`src/rtl/vic_pkg.sv`:
```
// Behaviour
// - Ten causes, each branching to own vector.
// - Watchdog request is never masked.
// - Maskable cause needs master and own enable.
// - Highest vector address wins among pending.
// - Defer acceptance during skip, stack-load, decimal instructions.
// - Accept after deferring instruction if next doesn't defer.
// - Entry sequence lasts exactly five machine cycles.
// - Entry clears master enable, keeps source enables.
// - Entry lowers stack pointer by four.
// - Entry ends loading vector, clearing cause flag.
// - Return takes five cycles, restores full context.
// - Return raises stack pointer four, sets master.
// - Event sets its request bit immediately.
// - Software writing one sets a request bit.
// - Group 0 bit 3 from converter overflow.
// - Group 0 bit 2 from port 0 change.
// - Group 0 bit 1 from serial done.
// - Group 0 bit 0 from ports 2-4 change.
// - Group 1 bits from tick falling edges.
// - Group 2: watchdog bit 1, tenth-hertz bit 0.
// - Group 2 upper bits read one, ignore writes.
// - Enable bit ANDed with matching request bit.
// - Enable writes only while master enable is zero.
// - Software master enable allows nested acceptance.
// - Held request accepted once master enable returns.
package vic_pkg;

    // ******************************************
    // Register map
    // ******************************************
    localparam logic [6:0] ADDR_EN0 = 7'h30;
    localparam logic [6:0] ADDR_EN1 = 7'h31;
    localparam logic [6:0] ADDR_EN2 = 7'h32;
    localparam logic [6:0] ADDR_REQ2 = 7'h33;
    localparam logic [6:0] ADDR_REQ0 = 7'h34;
    localparam logic [6:0] ADDR_REQ1 = 7'h35;
    localparam logic [6:0] ADDR_MIEF = 7'h7c;

    localparam logic [3:0] RST_EN0 = 4'h0;
    localparam logic [3:0] RST_EN1 = 4'h0;
    localparam logic [3:0] RST_EN2 = 4'he;
    localparam logic [3:0] RST_REQ = 4'h0;
    localparam logic [3:0] RST_MIEF = 4'he;
    // Implemented bits; the rest read as one
    localparam logic [3:0] MASK_EN2 = 4'h1;
    localparam logic [3:0] MASK_REQ2 = 4'h3;
    localparam logic [3:0] MASK_MIEF = 4'h1;

    // ******************************************
    // Cause table, rank 0 lowest priority
    // ******************************************
    localparam int NUM_CAUSES = 10;
    localparam logic [3:0] WDT_RANK = 4'h9;
    localparam logic [1:0] WDT_GROUP = 2'h2;
    localparam logic [1:0] WDT_BIT = 2'h1;
    localparam logic [1:0] CAUSE_GROUP [NUM_CAUSES] =
        '{2'h2, 2'h1, 2'h1, 2'h1, 2'h1, 2'h0, 2'h0, 2'h0, 2'h0, 2'h2};
    localparam logic [1:0] CAUSE_BIT [NUM_CAUSES] =
        '{2'h0, 2'h3, 2'h2, 2'h1, 2'h0, 2'h3, 2'h2, 2'h1, 2'h0, 2'h1};
    localparam logic [5:0] VECTOR_BASE = 6'h20;
    localparam logic [5:0] VECTOR_STEP = 6'h03;

    // ******************************************
    // Sequence timing in machine cycles
    // ******************************************
    localparam logic [2:0] SEQ_CYCLES = 3'h5;
    localparam logic [2:0] SEQ_LAST = 3'h4;
    localparam logic [2:0] SEQ_CTX_AT = 3'h0;
    localparam logic [2:0] SEQ_SP_AT = 3'h1;
    localparam logic [2:0] SP_STEP = 3'h4;

    typedef enum logic [1:0] {
        ST_IDLE,
        ST_ENTRY,
        ST_RETURN
    } vic_seq_e;

    typedef struct packed {
        logic [6:0] addr;
        logic [3:0] wdata;
        logic wr;
        logic rd;
    } vic_bus_s;

    typedef struct packed {
        logic boundary;
        logic defer_next;
        logic rti_start;
    } vic_cpu_in_s;

    typedef struct packed {
        logic adc_overflow_req;
        logic [3:0] port0_level;
        logic serial_done_req;
        logic [11:0] port234_level;
        logic one_hz;
        logic sixteen_hz;
        logic thirtytwo_hz;
        logic twofiftysix_hz;
        logic tenth_hz;
        logic watchdog_overflow_req;
    } vic_event_s;

    typedef struct packed {
        logic busy;
        logic save_ctx;
        logic restore_ctx;
        logic sp_down;
        logic sp_up;
        logic pc_load;
        logic [5:0] vector;
    } vic_cpu_out_s;

endpackage

```
`src/rtl/vic_top.sv`:
```
// Added by the designer: the strobed register port.
`timescale 1ns/1ps
module vic_top (
    input wire logic clk,
    input wire logic rst,
    input wire logic ce,
    input vic_pkg::vic_bus_s bus,
    output logic [3:0] rdata,
    input vic_pkg::vic_event_s ev,
    input vic_pkg::vic_cpu_in_s cpu,
    output vic_pkg::vic_cpu_out_s cpu_out,
    output logic global_irq_enable
);
    import vic_pkg::*;

    // ******************************************
    // State
    // ******************************************
    logic [3:0] req_q [3];
    logic [3:0] req_d [3];
    logic [3:0] en_q [3];
    logic [3:0] en_d [3];
    logic mi_q, mi_d;
    logic [3:0] rdata_q, rdata_d;
    logic [3:0] port0_prev_q;
    logic [11:0] port234_prev_q;
    logic [4:0] tick_prev_q;
    logic primed_q;
    logic [3:0] evt [3];
    vic_seq_e state_q, state_d;
    logic [2:0] cnt_q, cnt_d;
    logic [3:0] cause_q, cause_d;
    vic_cpu_out_s out_q, out_d;
    logic [NUM_CAUSES-1:0] gated;
    logic any_pending;
    logic [3:0] top_rank;
    logic accept;
    logic [4:0] tick_now;

    // ******************************************
    // Event detection
    // ******************************************
    assign tick_now = {ev.one_hz, ev.sixteen_hz, ev.thirtytwo_hz,
                       ev.twofiftysix_hz, ev.tenth_hz};

    // Edge detectors stay quiet for the first cycle so reset does not look like a change
    always_comb begin
        evt[0] = 4'h0;
        evt[1] = 4'h0;
        evt[2] = 4'h0;
        evt[0][3] = ev.adc_overflow_req;
        evt[0][2] = primed_q && (ev.port0_level != port0_prev_q);
        evt[0][1] = ev.serial_done_req;
        evt[0][0] = primed_q && (ev.port234_level != port234_prev_q);
        evt[1] = primed_q ? (tick_prev_q[4:1] & ~tick_now[4:1]) : 4'h0;
        evt[2][1] = ev.watchdog_overflow_req;
        evt[2][0] = primed_q && tick_prev_q[0] && !tick_now[0];
    end

    always_ff @(posedge clk) begin
        if (rst) begin
            port0_prev_q <= 4'h0;
            port234_prev_q <= 12'h000;
            tick_prev_q <= 5'h00;
            primed_q <= 1'b0;
        end else if (ce) begin
            port0_prev_q <= ev.port0_level;
            port234_prev_q <= ev.port234_level;
            tick_prev_q <= tick_now;
            primed_q <= 1'b1;
        end
    end

    // ******************************************
    // Gating and priority
    // ******************************************
    genvar gi;
    generate
        for (gi = 0; gi < NUM_CAUSES; gi++) begin : g_gate
            if (gi == WDT_RANK) begin : g_nmi
                assign gated[gi] = req_q[WDT_GROUP][WDT_BIT];
            end else begin : g_mask
                assign gated[gi] = mi_q && en_q[CAUSE_GROUP[gi]][CAUSE_BIT[gi]]
                                   && req_q[CAUSE_GROUP[gi]][CAUSE_BIT[gi]];
            end
        end
    endgenerate

    // Higher rank overrides, so the highest vector address wins
    always_comb begin
        top_rank = 4'h0;
        for (int i = 0; i < NUM_CAUSES; i++) begin
            if (gated[i]) begin
                top_rank = 4'(i);
            end
        end
    end

    assign any_pending = |gated;
    // Only at an instruction boundary whose next instruction does not defer
    assign accept = (state_q == ST_IDLE) && cpu.boundary && !cpu.defer_next
                    && any_pending;

    // ******************************************
    // Entry and return sequencer
    // ******************************************
    always_comb begin
        state_d = state_q;
        cnt_d = cnt_q;
        cause_d = cause_q;
        case (state_q)
            ST_IDLE: begin
                cnt_d = 3'h0;
                if (accept) begin
                    state_d = ST_ENTRY;
                    cause_d = top_rank;
                end else if (cpu.rti_start) begin
                    state_d = ST_RETURN;
                end
            end
            ST_ENTRY, ST_RETURN: begin
                if (cnt_q == SEQ_LAST) begin
                    state_d = ST_IDLE;
                    cnt_d = 3'h0;
                end else begin
                    cnt_d = cnt_q + 3'h1;
                end
            end
            default: begin
                state_d = ST_IDLE;
                cnt_d = 3'h0;
            end
        endcase
    end

    // Outputs are decoded from the next state so each stands registered
    always_comb begin
        out_d = '0;
        out_d.busy = (state_d != ST_IDLE);
        out_d.vector = out_q.vector;
        if (state_d == ST_ENTRY) begin
            out_d.save_ctx = (cnt_d == SEQ_CTX_AT);
            out_d.sp_down = (cnt_d == SEQ_SP_AT);
            if (cnt_d == SEQ_LAST) begin
                out_d.pc_load = 1'b1;
                out_d.vector = VECTOR_BASE + 6'(cause_d) * VECTOR_STEP;
            end
        end
        if (state_d == ST_RETURN) begin
            out_d.restore_ctx = (cnt_d == SEQ_CTX_AT);
            out_d.sp_up = (cnt_d == SEQ_SP_AT);
        end
    end

    always_ff @(posedge clk) begin
        if (rst) begin
            state_q <= ST_IDLE;
            cnt_q <= 3'h0;
            cause_q <= 4'h0;
            out_q <= '0;
        end else if (ce) begin
            state_q <= state_d;
            cnt_q <= cnt_d;
            cause_q <= cause_d;
            out_q <= out_d;
        end
    end

    assign cpu_out = out_q;

    // ******************************************
    // Registers
    // ******************************************
    // Hardware set wins over both software writes and the acceptance clear
    always_comb begin
        logic clr_hit;
        logic [3:0] clr_mask;
        clr_hit = 1'b0;
        clr_mask = 4'h0;
        for (int g = 0; g < 3; g++) begin
            req_d[g] = req_q[g];
            en_d[g] = en_q[g];
        end
        mi_d = mi_q;
        if (bus.wr) begin
            if (bus.addr == ADDR_REQ0) begin
                req_d[0] = bus.wdata;
            end else if (bus.addr == ADDR_REQ1) begin
                req_d[1] = bus.wdata;
            end else if (bus.addr == ADDR_REQ2) begin
                req_d[2] = bus.wdata & MASK_REQ2;
            end else if (bus.addr == ADDR_MIEF) begin
                mi_d = bus.wdata[0];
            end else if (!mi_q && bus.addr == ADDR_EN0) begin
                en_d[0] = bus.wdata;
            end else if (!mi_q && bus.addr == ADDR_EN1) begin
                en_d[1] = bus.wdata;
            end else if (!mi_q && bus.addr == ADDR_EN2) begin
                en_d[2] = bus.wdata & MASK_EN2;
            end
        end
        if (out_d.pc_load) begin
            clr_hit = 1'b1;
            clr_mask[CAUSE_BIT[cause_d]] = 1'b1;
            req_d[CAUSE_GROUP[cause_d]] = req_d[CAUSE_GROUP[cause_d]] & ~clr_mask;
        end
        for (int g = 0; g < 3; g++) begin
            req_d[g] = req_d[g] | evt[g];
        end
        if (accept) begin
            mi_d = 1'b0;
        end else if (state_q == ST_RETURN && cnt_q == SEQ_LAST) begin
            mi_d = 1'b1;
        end
        if (clr_hit && rst) begin
            mi_d = 1'b0;
        end
    end

    always_comb begin
        rdata_d = 4'h0;
        if (bus.rd) begin
            if (bus.addr == ADDR_EN0) begin
                rdata_d = en_q[0];
            end else if (bus.addr == ADDR_EN1) begin
                rdata_d = en_q[1];
            end else if (bus.addr == ADDR_EN2) begin
                rdata_d = en_q[2] | ~MASK_EN2;
            end else if (bus.addr == ADDR_REQ2) begin
                rdata_d = req_q[2] | ~MASK_REQ2;
            end else if (bus.addr == ADDR_REQ0) begin
                rdata_d = req_q[0];
            end else if (bus.addr == ADDR_REQ1) begin
                rdata_d = req_q[1];
            end else if (bus.addr == ADDR_MIEF) begin
                rdata_d = {3'h7, mi_q} | ~MASK_MIEF;
            end
        end
    end

    always_ff @(posedge clk) begin
        if (rst) begin
            req_q[0] <= RST_REQ;
            req_q[1] <= RST_REQ;
            req_q[2] <= RST_REQ;
            en_q[0] <= RST_EN0;
            en_q[1] <= RST_EN1;
            en_q[2] <= RST_EN2 & MASK_EN2;
            mi_q <= RST_MIEF[0];
            rdata_q <= 4'h0;
        end else if (ce) begin
            req_q <= req_d;
            en_q <= en_d;
            mi_q <= mi_d;
            rdata_q <= rdata_d;
        end
    end

    assign rdata = rdata_q;
    assign global_irq_enable = mi_q;

    // ******************************************
    // Assertions
    // ******************************************
    property p_entry_len;
        @(posedge clk) disable iff (rst || !ce)
        (accept && ce) |=> out_q.busy [*5] ##1 !out_q.busy;
    endproperty
    a_entry_len: assert property (p_entry_len) else $error("entry not five cycles");

    property p_nmi;
        @(posedge clk) disable iff (rst || !ce)
        (state_q == ST_IDLE && cpu.boundary && !cpu.defer_next && req_q[2][1])
            |=> (cause_q == WDT_RANK && state_q == ST_ENTRY);
    endproperty
    a_nmi: assert property (p_nmi) else $error("watchdog not taken");

    property p_mask;
        @(posedge clk) disable iff (rst || !ce)
        (accept && top_rank != WDT_RANK) |-> mi_q;
    endproperty
    a_mask: assert property (p_mask) else $error("masked cause accepted");

    property p_mi_clear;
        @(posedge clk) disable iff (rst || !ce)
        accept |=> !mi_q [*4];
    endproperty
    a_mi_clear: assert property (p_mi_clear) else $error("master enable not cleared");

    property p_sp_down;
        @(posedge clk) disable iff (rst || !ce)
        accept |=> out_q.save_ctx ##1 out_q.sp_down ##1 !out_q.sp_down;
    endproperty
    a_sp_down: assert property (p_sp_down) else $error("stack step misplaced");

    property p_vector;
        @(posedge clk) disable iff (rst || !ce)
        accept |-> ##5 (out_q.pc_load
            && out_q.vector == VECTOR_BASE + 6'(cause_q) * VECTOR_STEP);
    endproperty
    a_vector: assert property (p_vector) else $error("vector load wrong");

    property p_return;
        @(posedge clk) disable iff (rst || !ce)
        (state_q == ST_IDLE && cpu.rti_start && !accept)
            |=> out_q.restore_ctx ##1 out_q.sp_up ##4 mi_q;
    endproperty
    a_return: assert property (p_return) else $error("return sequence wrong");

    property p_defer;
        @(posedge clk) disable iff (rst || !ce)
        (state_q == ST_IDLE && cpu.defer_next && !cpu.rti_start) |=> state_q == ST_IDLE;
    endproperty
    a_defer: assert property (p_defer) else $error("accepted while deferred");

    property p_reserved;
        @(posedge clk) disable iff (rst || !ce)
        (bus.rd && bus.addr == ADDR_REQ2) |=> rdata[3:2] == 2'h3;
    endproperty
    a_reserved: assert property (p_reserved) else $error("reserved bits not one");

    property p_en_lock;
        @(posedge clk) disable iff (rst || !ce)
        (bus.wr && bus.addr == ADDR_EN0 && mi_q) |=> en_q[0] == $past(en_q[0]);
    endproperty
    a_en_lock: assert property (p_en_lock) else $error("enable written while enabled");

    property p_priority;
        @(posedge clk) disable iff (rst || !ce)
        accept |-> (gated >> top_rank) == 10'h001;
    endproperty
    a_priority: assert property (p_priority) else $error("lower cause won");

    // Hardware set must survive both the software clear and the acceptance clear
    property p_event_set;
        @(posedge clk) disable iff (rst || !ce)
        (evt[0] != 4'h0 || evt[1] != 4'h0 || evt[2] != 4'h0)
            |=> ((req_q[0] & $past(evt[0])) == $past(evt[0]))
            && ((req_q[1] & $past(evt[1])) == $past(evt[1]))
            && ((req_q[2] & $past(evt[2])) == $past(evt[2]));
    endproperty
    a_event_set: assert property (p_event_set) else $error("event flag lost");

    property p_req_clear;
        @(posedge clk) disable iff (rst || !ce)
        (out_d.pc_load && !evt[CAUSE_GROUP[cause_d]][CAUSE_BIT[cause_d]])
            |=> !req_q[CAUSE_GROUP[cause_q]][CAUSE_BIT[cause_q]];
    endproperty
    a_req_clear: assert property (p_req_clear) else $error("request not cleared");

    property p_en_keep;
        @(posedge clk) disable iff (rst || !ce)
        (accept && !bus.wr) |=> (en_q[0] == $past(en_q[0])) && (en_q[1] == $past(en_q[1]))
            && (en_q[2] == $past(en_q[2]));
    endproperty
    a_en_keep: assert property (p_en_keep) else $error("enable changed on entry");

    property p_soft_set;
        @(posedge clk) disable iff (rst || !ce)
        (bus.wr && bus.addr == ADDR_REQ0 && !out_d.pc_load)
            |=> (req_q[0] & $past(bus.wdata)) == $past(bus.wdata);
    endproperty
    a_soft_set: assert property (p_soft_set) else $error("software set lost");

    property p_mi_write;
        @(posedge clk) disable iff (rst || !ce)
        (bus.wr && bus.addr == ADDR_MIEF && bus.wdata[0] && !accept) |=> mi_q;
    endproperty
    a_mi_write: assert property (p_mi_write) else $error("master enable write lost");

    property p_cov_nested;
        @(posedge clk) disable iff (rst || !ce)
        (state_q == ST_IDLE && mi_q && cpu.rti_start == 1'b0) ##1 accept;
    endproperty
    c_cov_nested: cover property (p_cov_nested);
    c_cov_wdt: cover property (@(posedge clk) disable iff (rst) accept && top_rank == WDT_RANK);
    c_cov_rti: cover property (@(posedge clk) disable iff (rst) state_q == ST_RETURN);
    c_cov_tenth: cover property (@(posedge clk) disable iff (rst) accept && top_rank == 4'h0);
    c_cov_defer: cover property (@(posedge clk) disable iff (rst)
        cpu.boundary && cpu.defer_next && any_pending);

endmodule // vic_top

```
`config.mk`:
```
export PLATFORM = sky130hd
export DESIGN_NAME = vic_top
export DESIGN_NICKNAME = d
export VERILOG_FILES = /design/src/rtl/vic_pkg.sv /design/src/rtl/vic_top.sv
export SDC_FILE = /design/constraint.sdc
export NUM_CORES = 1
export LEC_CHECK = 0
export BUFFER_PORTS_ARGS = -buffer_cell sky130_fd_sc_hd__buf_2
export CORE_ASPECT_RATIO = 1.25
export CORE_UTILIZATION = 50
export CTS_BUF_LIST = sky130_fd_sc_hd__clkbuf_4 sky130_fd_sc_hd__clkbuf_8
export DETAILED_ROUTE_END_ITERATION = 6
export PLACE_DENSITY = 0.68
export SLEW_MARGIN = 10
export SYNTH_ARGS = -nofsm -noshare
export SYNTH_HDL_FRONTEND = slang
export SYNTH_SLANG_ARGS = --single-unit
```
`constraint.sdc`:
```
create_clock -name clk -period 4.1 [get_ports clk]
set_input_delay 1.025 -clock clk [delete_from_list [all_inputs] [get_ports clk]]
set_output_delay 1.025 -clock clk [all_outputs]
set_load 0.02 [all_outputs]
```
==> summary.txt, run 1 <==
Die
  • Die width: 82.95 um
  • DIE AREA: 8559 um2
  • Starting Density: 0.5195
  • Row count: 36
  • Die H: 103.2 um
  • Core area: 7883 um2
  • I/O pin total: 60

Route
  • Antenna viol nets, final: 0
  • Detail Route met2 WL: 5.076 mm
  • First-pass DRT Iterations: 5
  • DR WL/cell: 17.17 um
  • Uppermost routed layer: met4
  • Via count: 3795
  • Met3 WL: 541 um
  • Via density: 5.995
  • Number of DRC markers in iteration 0: 215
  • DRC Markers: 0
  • WL final: 10.87 mm
  • M1 wire length: 4.789 mm

Cells and area
  • Share of cells above drive strength 1: 0.2100
  • Most frequent cells in the layout: dfxtp_1, buf_2, nor2_1, nand2_1, mux2i_1
  • Nets@finish: 590
  • Commonest non-fill, non-tap cell in the layout: dfxtp_1
  • Fin util: 0.5943
  • Area growth, synth to finish: 14.39%
  • Antenna diode count: 0
  • Fin cells: 633

Hold path
  • Worst hold path class: reg -> reg
  • Hold_sp: cpu_out[3]
  • Hold Crit Depth: 2

Power
  • Switch Pwr: 456.8 uW
  • Switch share: 0.2868
  • VDD IR max: 0.0002565 V
  • Sequential share of power: 0.450
  • Cell Pwr Density: 339.9 nW/um2
  • Cell-internal power: 1.136 mW
  • Clk pwr share: 0.396
  • Comb pwr share: 0.154
  • Leakage: 1.971 nW

Critical path
  • Critical path launch point type: input pin
  • Worst setup path class: in -> reg
  • Worst Path Max Fanout: 5
  • CP startpoint: cpu[2]
  • Critical Path AT: 3.80 ns
  • Reg2reg start: state_q[1]
  • Required time worst endpoint: 4.35 ns
  • R2R cell count: 13
  • Crit end category: register

Timing
  • Worst-margin pin slew: 0.8991 ns
  • Period Utilization, post-route: 0.8679
  • Fin. Hold Viols: 0
  • Setup TNS Final: 0 ns
  • Slew headroom: 0.4006
  • Final min period: 3.558 ns
  • RSZ-0062 raised after global routing: no
  • Max Slew Vio Count: 0
  • Worst setup margin: 0.5416 ns
  • Fin Clk Skew: 0.01120 ns
  • Fin Hold WS: 0.4625 ns
  • FMAX: 281.0 MHz
  • Setup-failing EPs final: 0

Global routing
  • First-pass GRT wire length: 17.60 mm
  • Initial antenna violation count: 0
  • All-Layer GR Usage: 0.2620
  • Total global routing overflow: 0
  • Pin count of the biggest net entering global routing: 57
  • Vias in the first global route: 3691

Yosys
  • Synth async-reset ratio: 0
  • Cell variety after synth: 77
  • Post-Syn Area: 4095 um2
  • Cell count after synthesis: 479
  • Primary FF master, synth: dfxtp_1
  • Seq/Total Area, Yosys: 0.3324
  • Post-Syn Area per Cell: 8.549 um2
  • Post-synth EDFFs: 0
  • Synthesized net count: 536
  • Ys Warns: 0
  • Synth Register Bits: 68

Clock network
  • Root buffer cell: clkbuf_8
  • Clk Latency, worst-skew pair: 0.36 ns
  • H-tree levels: 3
  • Hold Buf Count CTS: 0
  • Post-CTS Setup Bufs: 0
  • CTS tree: built
  • CTS resizes: 0
  • Clock sink count: 68
  • Maximum buffer depth of the clock tree: 2
  • CTS Buf Count: 9
  • Reg clk slew, reported paths: 0.07 ns

Placement
  • Port bufs: 59
  • Placement Setup Slack: 0.2081 ns
  • Post-placement cell count: 617
  • Hpwl dp: 7.941 mm
  • Final GP Congestion: 0.8867

Status
  • Status: finished, final reports clean

Run
  • Max-cap viol count: 0
## metrics by stage
step	total power, mW	area, um2
floorplan	0.8905	4095
global placement	0.9712	4462
detailed placement	0.9751	4462
CTS	1.602	4684
global route	1.658	4684
finish	1.592	4684
## power groups by stage
stage                     Sequential (mW)  Clock [mW]  Combinational (mW)
after floorplan                     0.723           0               0.167
after detailed placement            0.731           0               0.244
final                               0.717       0.631               0.245
after global routing                0.720       0.668               0.271
after CTS                           0.716       0.641               0.245
after global placement              0.730           0               0.241
## critical path: stages
cell	delay, ns
buf_2	0.09
nand2_1	0.11
or3_4	0.43
a211oi_2	0.27
or2_1	0.23
ha_1	0.27
nand2_1	0.12
a211o_1	0.28
o22ai_1	0.26
nor2b_2	0.31
o21ai_0	0.11
a32o_1	0.30
## routing by layer
layer	vias to the layer above	track usage
met5	-	0
met4	0	0.1485
met3	36	0.04603
met2	137	0.4533
met1	1769	0.3112
li1	1853	-
## cells in the mapped netlist (4+ instances only)
master     n  area (um2)
dfxtp_1   68        1361
nor2_1    58       217.7
nand2_1   48       180.2
mux2i_1   38       380.4
a21oi_1   35       175.2
nand3_1   19       95.09
xnor2_1   17       148.9
clkbuf_1  14       52.55
inv_1     14       52.55
ha_1      13       162.7
nor3_1    13       65.06
a22oi_1    8       60.06
a31oi_1    7       43.79
nand4_1    7       43.79
a311oi_1   6       52.55
o21ai_0    6       30.03
a211oi_1   5       37.54
buf_2      5       25.02
nand3b_1   4       30.03
o31ai_1    4       30.03
or3_1      4       25.02
## area by class of cell
type	count	area (um2)
fillers	745	3198
multi-input cells	370	2559
flip-flops and latches	68	1361
repair buffers	68	362.8
clock buffers	9	123.9
well taps	95	118.9
clock inverters	7	98.84
inverters	16	60.06
## kinds of logic (layout without fill, tap and decap cells)
group,after synthesis,in the layout,share of synthesized area
AOI/OAI and AO/OA,110,110,0.1986
xor gates and xnor gates,18,18,0.03850
adders and majority gates,14,14,0.04461
buffers and inverters,41,100,0.04277
DFF,68,68,0.3324
muxes,45,45,0.1140
and+or+nand+nor,183,183,0.2291
## state kept, by name (all words and copies together), names as in the netlist
register,count
global_irq_enable,1
port0_prev_q,4
gated,1
primed_q,1
cause_q,4
cnt_q,3
state_q,2
rdata,4
en_q,9
port234_prev_q,12
tick_prev_q,5
req_q,10
cpu_out,12
## path summary, 6_finish.rpt
kind	end	slack [ns]
hold / removal	cpu_out[3]	0.46
hold reg to reg	cpu_out[3]	0.46
setup reg to reg	req_q[2]	0.58
setup / recovery	req_q[2]	0.54
Power figures use the tool's default switching activity.
==> run 2: changes to the inputs <==
--- a/config.mk
+++ b/config.mk
@@ -10,6 +10,7 @@
 export CORE_UTILIZATION = 50
 export CTS_BUF_LIST = sky130_fd_sc_hd__clkbuf_4 sky130_fd_sc_hd__clkbuf_8
 export DETAILED_ROUTE_END_ITERATION = 6
+export GPL_TIMING_DRIVEN = 0
 export PLACE_DENSITY = 0.68
 export SLEW_MARGIN = 10
 export SYNTH_ARGS = -nofsm -noshare
==> run 2 against run 1 <==
Clock power about the same; cell area increased by 1.2%; via count increased by 2.4%; cell count increased by 2.2%; worst setup slack got worse by 0.30 ns; critical path depth increased by 2; core utilization increased by 0.70 points; combinational power increased by 4%; die area unchanged; clock skew decreased by 0.0018 ns; critical path type unchanged; critical endpoint unchanged.
==> summary.txt, run 2 (synthesized netlist as in run 1, its figures left out) <==
Clock network
  • CTS tree: built
  • H-tree levels: 3 (unchanged)
  • CTS Buf Count: 9 (unchanged)
  • Maximum buffer depth of the clock tree: 2 (unchanged)
  • Reg clk slew, reported paths: 0.08 ns (about the same)
  • Post-CTS Setup Bufs: 0 (unchanged)
  • Root buffer cell: clkbuf_8
  • Hold Buf Count CTS: 0 (unchanged)
  • Clock sink count: 68 (unchanged)
  • Clk Latency, worst-skew pair: 0.35 ns (about the same)

Cells and area
  • Area growth, synth to finish: 15.73%
  • Antenna diode count: 0 (unchanged)
  • Post-route cell area: 4740 um2 (+1.2%)
  • Most frequent cells in the layout: dfxtp_1, buf_2, nor2_1, nand2_1, mux2i_1
  • Nets@finish: 605 (+2.5%)
  • Sequential cell area: 1361 um2 (unchanged)
  • Commonest non-fill, non-tap cell in the layout: dfxtp_1
  • Share of cells above drive strength 1: 0.2047 (-0.005327)
  • Area of the multi-input gates: 2570 um2 (+0.44%)
  • Fin cells: 647 (+2.2%)
  • Filler cell count: 747 (+0.27%)

Global routing
  • Initial antenna violation count: 0 (unchanged)
  • All-Layer GR Usage: 0.2757 (+0.01376)
  • Pin count of the biggest net entering global routing: 12 (-79%)
  • First-pass GRT wire length: 18.30 mm (+4.0%)
  • Total global routing overflow: 0 (unchanged)
  • Vias in the first global route: 3761 (+1.9%)

Critical path
  • Crit end category: register
  • Top Family by Delay on Critical Path: compound AO/OA/AOI/OAI gates
  • Worst Path Max Fanout: 9 (+4)
  • Required time worst endpoint: 4.35 ns (about the same)
  • Crit path top cell by count: buf_2
  • Critical Path AT: 4.11 ns (+0.31 ns)
  • Reg2reg start: state_q[1]
  • Worst setup path class: in -> reg
  • CP max-delay cell: or3_4
  • Critical path launch point type: input pin
  • CP bufs+invs: 3 (+2)
  • Crit-path cells: buf_2 > nand2_1 > or3_4 > a211oi_2 > or2_1 > buf_2 > ha_1 > buf_2 > nand2_1 > a211o_1 > o22ai_1 > nor2b_2 > o21ai_0 > a32o_1
  • CP startpoint: cpu[2]
  • CP peak stage delay: 0.44 ns (about the same)

Power
  • Leakage: 1.981 nW (+0.48%)
  • Pwr Total: 1.600 mW (+0.46%)
  • Cell Pwr Density: 337.5 nW/um2 (-0.71%)
  • VDD IR max: 0.0002729 V (+6.4%)

Route
  • WL final: 11.53 mm (+6.1%)
  • First-pass DRT Iterations: 5 (unchanged)
  • DRC Markers: 0 (unchanged)
  • Antenna viol nets, final: 0 (unchanged)
  • Number of DRC markers in iteration 0: 214 (-0.47%)
  • Via density: 6.008 (+0.21%)
  • Via count: 3887 (+2.4%)
  • DR WL/cell: 17.83 um (+3.9%)

Placement
  • Placement Setup Slack: -0.3852 ns (-0.5932 ns)
  • Hpwl dp: 8.771 mm (+10%)
  • Placed inst area: 4504 um2 (+0.95%)
  • Final GP Congestion: 0.9027 (+1.8%)
  • Port bufs: 58 (-1.7%)
  • Post-placement cell count: 632 (+2.4%)

Timing
  • Setup-failing EPs final: 0 (unchanged)
  • Final min period: 3.856 ns (+0.2973 ns)
  • FMAX: 259.4 MHz (-7.7%)
  • Max Slew Vio Count: 0 (unchanged)
  • Slew headroom: 0.4872 (+0.08660)
  • Fin. Hold Viols: 0 (unchanged)
  • Fin Clk Skew: 0.009403 ns (-0.001796 ns)
  • RSZ-0062 raised after global routing: no
  • Period Utilization, post-route: 0.9404 (+0.07252)
  • Worst setup margin: 0.2442 ns (-0.2973 ns)
  • Worst-margin pin slew: 0.7692 ns (-0.1299 ns)

Hold path
  • Worst hold path class: reg -> reg
  • Hold_sp: cpu_out[5]

Die
  • DIE AREA: 8559 um2 (unchanged)
  • Starting Density: 0.5195 (unchanged)
  • Core area: 7883 um2 (unchanged)
  • Row count: 36 (unchanged)
  • I/O pin total: 60 (unchanged)
  • Die width: 82.95 um (unchanged)
  • Die H: 103.2 um (unchanged)

Run
  • Max-cap viol count: 0 (unchanged)

Status
  • Status: finished, final reports clean
run 2: changes by cell type in the layout (fill, tap and decap cells not counted), sizes merged:
cell,change
clkbuf,+16
inv,-1
buf,+1
clkinv,-2
run 2: report_power, final:
part           internal (mW)  switching [mW]
combinational          0.103           0.150
clock                  0.371           0.260
sequential             0.687          0.0278
total                   1.16           0.438
run 2: final timing paths:
check                to  depth (start not counted)  slack, ns
max            req_q[2]                         14       0.24
min          cpu_out[5]                          2       0.45
max reg2reg    req_q[2]                         15       0.25
min reg2reg  cpu_out[5]                          2       0.45
run 2: repair_timing:
item,4_1_cts,5_1_grt
setup endpoints to repair,0,11
hold endpoints to repair,0,0
gates resized for setup,0,3
run 2: per-layer routing:
layer / vias to the layer above / track usage / part of all wire
li1: 1881 / - / -
met1: 1836 / 0.3133 / 0.42
met2: 141 / 0.4956 / 0.49
met3: 29 / 0.05000 / 0.048
met4: 0 / 0.1538 / 0.038
met5: - / 0 / 0
run 2: metrics by stage:
step | utilization | hold WS (ns) | setup TNS (ns)
2_1_floorplan | - | 0.4493 | 0
3_3_place_gp | 0.5714 | 0.4404 | -1.979
3_5_place_dp | 0.5714 | 0.4446 | -2.280
4_1_cts | 0.5998 | 0.4553 | 0
5_1_grt | 0.6013 | 0.4811 | 0
6_report | 0.6013 | 0.4537 | 0
run 2: area by class of cell:
cell class / count / area share
clock inverter: 4 / 0.01531
buffer: 25 / 0.02429
multi-input combinational: 370 / 0.5422
tap: 95 / 0.02508
sequential: 68 / 0.2872
clock buffer: 11 / 0.03194
timing repair buffer: 58 / 0.06125
inverter: 16 / 0.01267
run 2: tightest hold or removal path: cells and delay by family (launching register included):
kind	cells	cell delay [ns]
flops	1	0.31
simple gates	1	0.05
compound gates	1	0.05
==> run 3: changes to the inputs <==
--- a/config.mk
+++ b/config.mk
@@ -11,7 +11,7 @@
 export CTS_BUF_LIST = sky130_fd_sc_hd__clkbuf_4 sky130_fd_sc_hd__clkbuf_8
 export DETAILED_ROUTE_END_ITERATION = 6
 export GPL_TIMING_DRIVEN = 0
-export PLACE_DENSITY = 0.68
+export PLACE_DENSITY_LB_ADDON = 0.25
 export SLEW_MARGIN = 10
 export SYNTH_ARGS = -nofsm -noshare
 export SYNTH_HDL_FRONTEND = slang
==> run 3 against run 2 <==
Clock-buffer cell count is 1 higher; non-clock buffer count stayed put; via count is 1.3% higher; cell area is 1.0% lower; fmax is 0.14% higher; clock power is 20% lower; combinational power hardly changed; cell count is 0.15% higher; clock skew is 0.00073 ns lower; critical path depth stayed put; critical path type unchanged; register-to-register slack better by 0.03 ns; largest power group unchanged.
==> summary.txt, run 3 (synthesized netlist as in run 1, its figures left out) <==
Hold path
  • Worst hold path class: reg -> reg

Critical path
  • Critical path launch point type: input pin
  • Worst Path Max Fanout: 9 (unchanged)
  • CP bufs+invs: 3 (unchanged)
  • Crit-path cells: buf_2 > nand2_1 > or3_4 > a211oi_2 > or2_1 > buf_2 > ha_1 > buf_2 > nand2_1 > a211o_1 > o22ai_1 > nor2b_2 > o21ai_0 > a32o_1
  • Crit end category: register
  • CP max-delay cell: or3_4
  • Required time worst endpoint: 4.34 ns (about the same)
  • Critical Path AT: 4.09 ns (-0.02 ns)
  • Crit path top cell by count: buf_2
  • Top Family by Delay on Critical Path: compound AO/OA/AOI/OAI gates
  • CP peak stage delay: 0.44 ns (about the same)
  • Worst setup path class: in -> reg

Die
  • Row count: 36 (unchanged)
  • DIE AREA: 8559 um2 (unchanged)
  • Die width: 82.95 um (unchanged)
  • Starting Density: 0.5195 (unchanged)
  • I/O pin total: 60 (unchanged)
  • Core area: 7883 um2 (unchanged)
  • Die H: 103.2 um (unchanged)

Power
  • Switch Pwr: 435.5 uW (-0.59%)
  • Cell Pwr Density: 314.2 nW/um2 (-6.9%)
  • Leakage: 1.958 nW (-1.2%)
  • VDD IR max: 0.0003122 V (+14%)
  • Clk pwr share: 0.342 (-0.053)
  • Pwr Total: 1.474 mW (-7.9%)
  • Cell-internal power: 1.038 mW (-11%)
  • Sequential share of power: 0.485 (+0.038)
  • Comb pwr share: 0.173 (+0.014)
  • Switch share: 0.2955 (+0.02169)

Clock network
  • Reg clk slew, reported paths: 0.07 ns (about the same)
  • Post-CTS Setup Bufs: 0 (unchanged)
  • Hold Buf Count CTS: 0 (unchanged)
  • H-tree levels: 3 (unchanged)
  • Clock sink count: 68 (unchanged)
  • Clk Latency, worst-skew pair: 0.35 ns (about the same)
  • Root buffer cell: clkbuf_8
  • CTS Buf Count: 9 (unchanged)
  • CTS resizes: 0 (unchanged)
  • CTS tree: built
  • Maximum buffer depth of the clock tree: 2 (unchanged)

Placement
  • Port bufs: 58 (unchanged)
  • Final GP Congestion: 0.9952 (+10%)
  • Placement Setup Slack: -0.2687 ns (+0.1165 ns)
  • Hpwl dp: 8.615 mm (-1.8%)

Route
  • Via count: 3937 (+1.3%)
  • Via density: 6.076 (+1.1%)
  • Antenna viol nets, final: 0 (unchanged)
  • DRC Markers: 0 (unchanged)
  • Number of DRC markers in iteration 0: 247 (+15%)
  • DR WL/cell: 17.54 um (-1.6%)
  • First-pass DRT Iterations: 5 (unchanged)
  • WL final: 11.37 mm (-1.4%)

Cells and area
  • Filler cell count: 730 (-2.3%)
  • Area growth, synth to finish: 14.54%
  • Area of the multi-input gates: 2567 um2 (about the same)
  • Nets@finish: 605 (unchanged)
  • Antenna diode count: 0 (unchanged)
  • Sequential cell area: 1361 um2 (unchanged)
  • Share of cells above drive strength 1: 0.2043 (-0.0003702)
  • Commonest non-fill, non-tap cell in the layout: dfxtp_1
  • Most frequent cells in the layout: dfxtp_1, buf_2, nor2_1, nand2_1, mux2i_1

Global routing
  • Initial antenna violation count: 0 (unchanged)
  • Pin count of the biggest net entering global routing: 12 (unchanged)
  • First-pass GRT wire length: 18.33 mm (+0.15%)
  • Total global routing overflow: 0 (unchanged)
  • Vias in the first global route: 3737 (-0.64%)
  • All-Layer GR Usage: 0.2755 (about the same)

Timing
  • Worst-margin pin slew: 0.7318 ns (-0.03746 ns)
  • Max Slew Vio Count: 0 (unchanged)
  • Fin Clk Skew: 0.008669 ns (-0.0007343 ns)
  • Slew headroom: 0.5081 (+0.02091)
  • Worst setup margin: 0.2498 ns (+0.005565 ns)
  • FMAX: 259.7 MHz (+0.14%)
  • RSZ-0062 raised after global routing: no
  • Fin. Hold Viols: 0 (unchanged)
  • Final min period: 3.850 ns (-0.005565 ns)
  • Period Utilization, post-route: 0.9391 (-0.001357)
  • Setup-failing EPs final: 0 (unchanged)

Run
  • Max-cap viol count: 0 (unchanged)

Status
  • Status: finished, final reports clean
==> run 3: worst min-delay path, delay by kind of cell (launching register included) <==
family / cells / cell delay (ns)
AOI/OAI and AO/OA: 1 / 0.05
DFF: 1 / 0.31
and+or+nand+nor: 1 / 0.06
==> run 3: metrics by stage <==
stage / setup TNS [ns] / hold WS [ns] / util / area (um2) / cells
after floorplan: 0 / 0.4493 / - / 4095 / 479
after detailed placement: -1.607 / 0.4575 / 0.5714 / 4504 / 632
after CTS: 0 / 0.4688 / 0.5940 / 4682 / 648
final: 0 / 0.4672 / 0.5951 / 4691 / 648
after global placement: -1.370 / 0.4414 / 0.5714 / 4504 / 632
after global routing: 0 / 0.4873 / 0.5951 / 4691 / 648
==> run 3: path summary, 6_finish.rpt <==
path	startpoint	end	slack (ns)	cells after the start
max	cpu[2]	req_q[2]	0.25	14
min	cpu_out[8]	cpu_out[8]	0.47	2
max reg2reg	state_q[1]	req_q[2]	0.28	15
min reg2reg	cpu_out[8]	cpu_out[8]	0.47	2
==> run 3: cell type report <==
class / instances / share of cell area
Multi-Input combinational cell: 370 / 0.5473
Sequential cell: 68 / 0.2902
Timing Repair Buffer: 58 / 0.06188
Clock buffer: 12 / 0.03254
Tap cell: 95 / 0.02534
Buffer: 25 / 0.02454
Inverter: 16 / 0.01280
Clock inverter: 4 / 0.005335
==> run 3: power groups by stage <==
stage | clock network [mW] | logic [mW] | registers [mW]
floorplan | 0 | 0.167 | 0.723
global placement | 0 | 0.245 | 0.727
detailed placement | 0 | 0.250 | 0.728
CTS | 0.510 | 0.251 | 0.714
global route | 0.540 | 0.279 | 0.717
finish | 0.504 | 0.255 | 0.714
==> run 3: per-layer routing <==
| layer | wire length, um | vias to the layer above | share of wire | track usage |
|---|---|---|---|---|
| li1 | - | 1879 | - | - |
| met1 | 4666 | 1861 | 0.41 | 0.3184 |
| met2 | 5667 | 161 | 0.50 | 0.4943 |
| met3 | 664 | 36 | 0.058 | 0.05000 |
| met4 | 369 | 0 | 0.032 | 0.1406 |
| met5 | 0 | - | 0 | 0 |
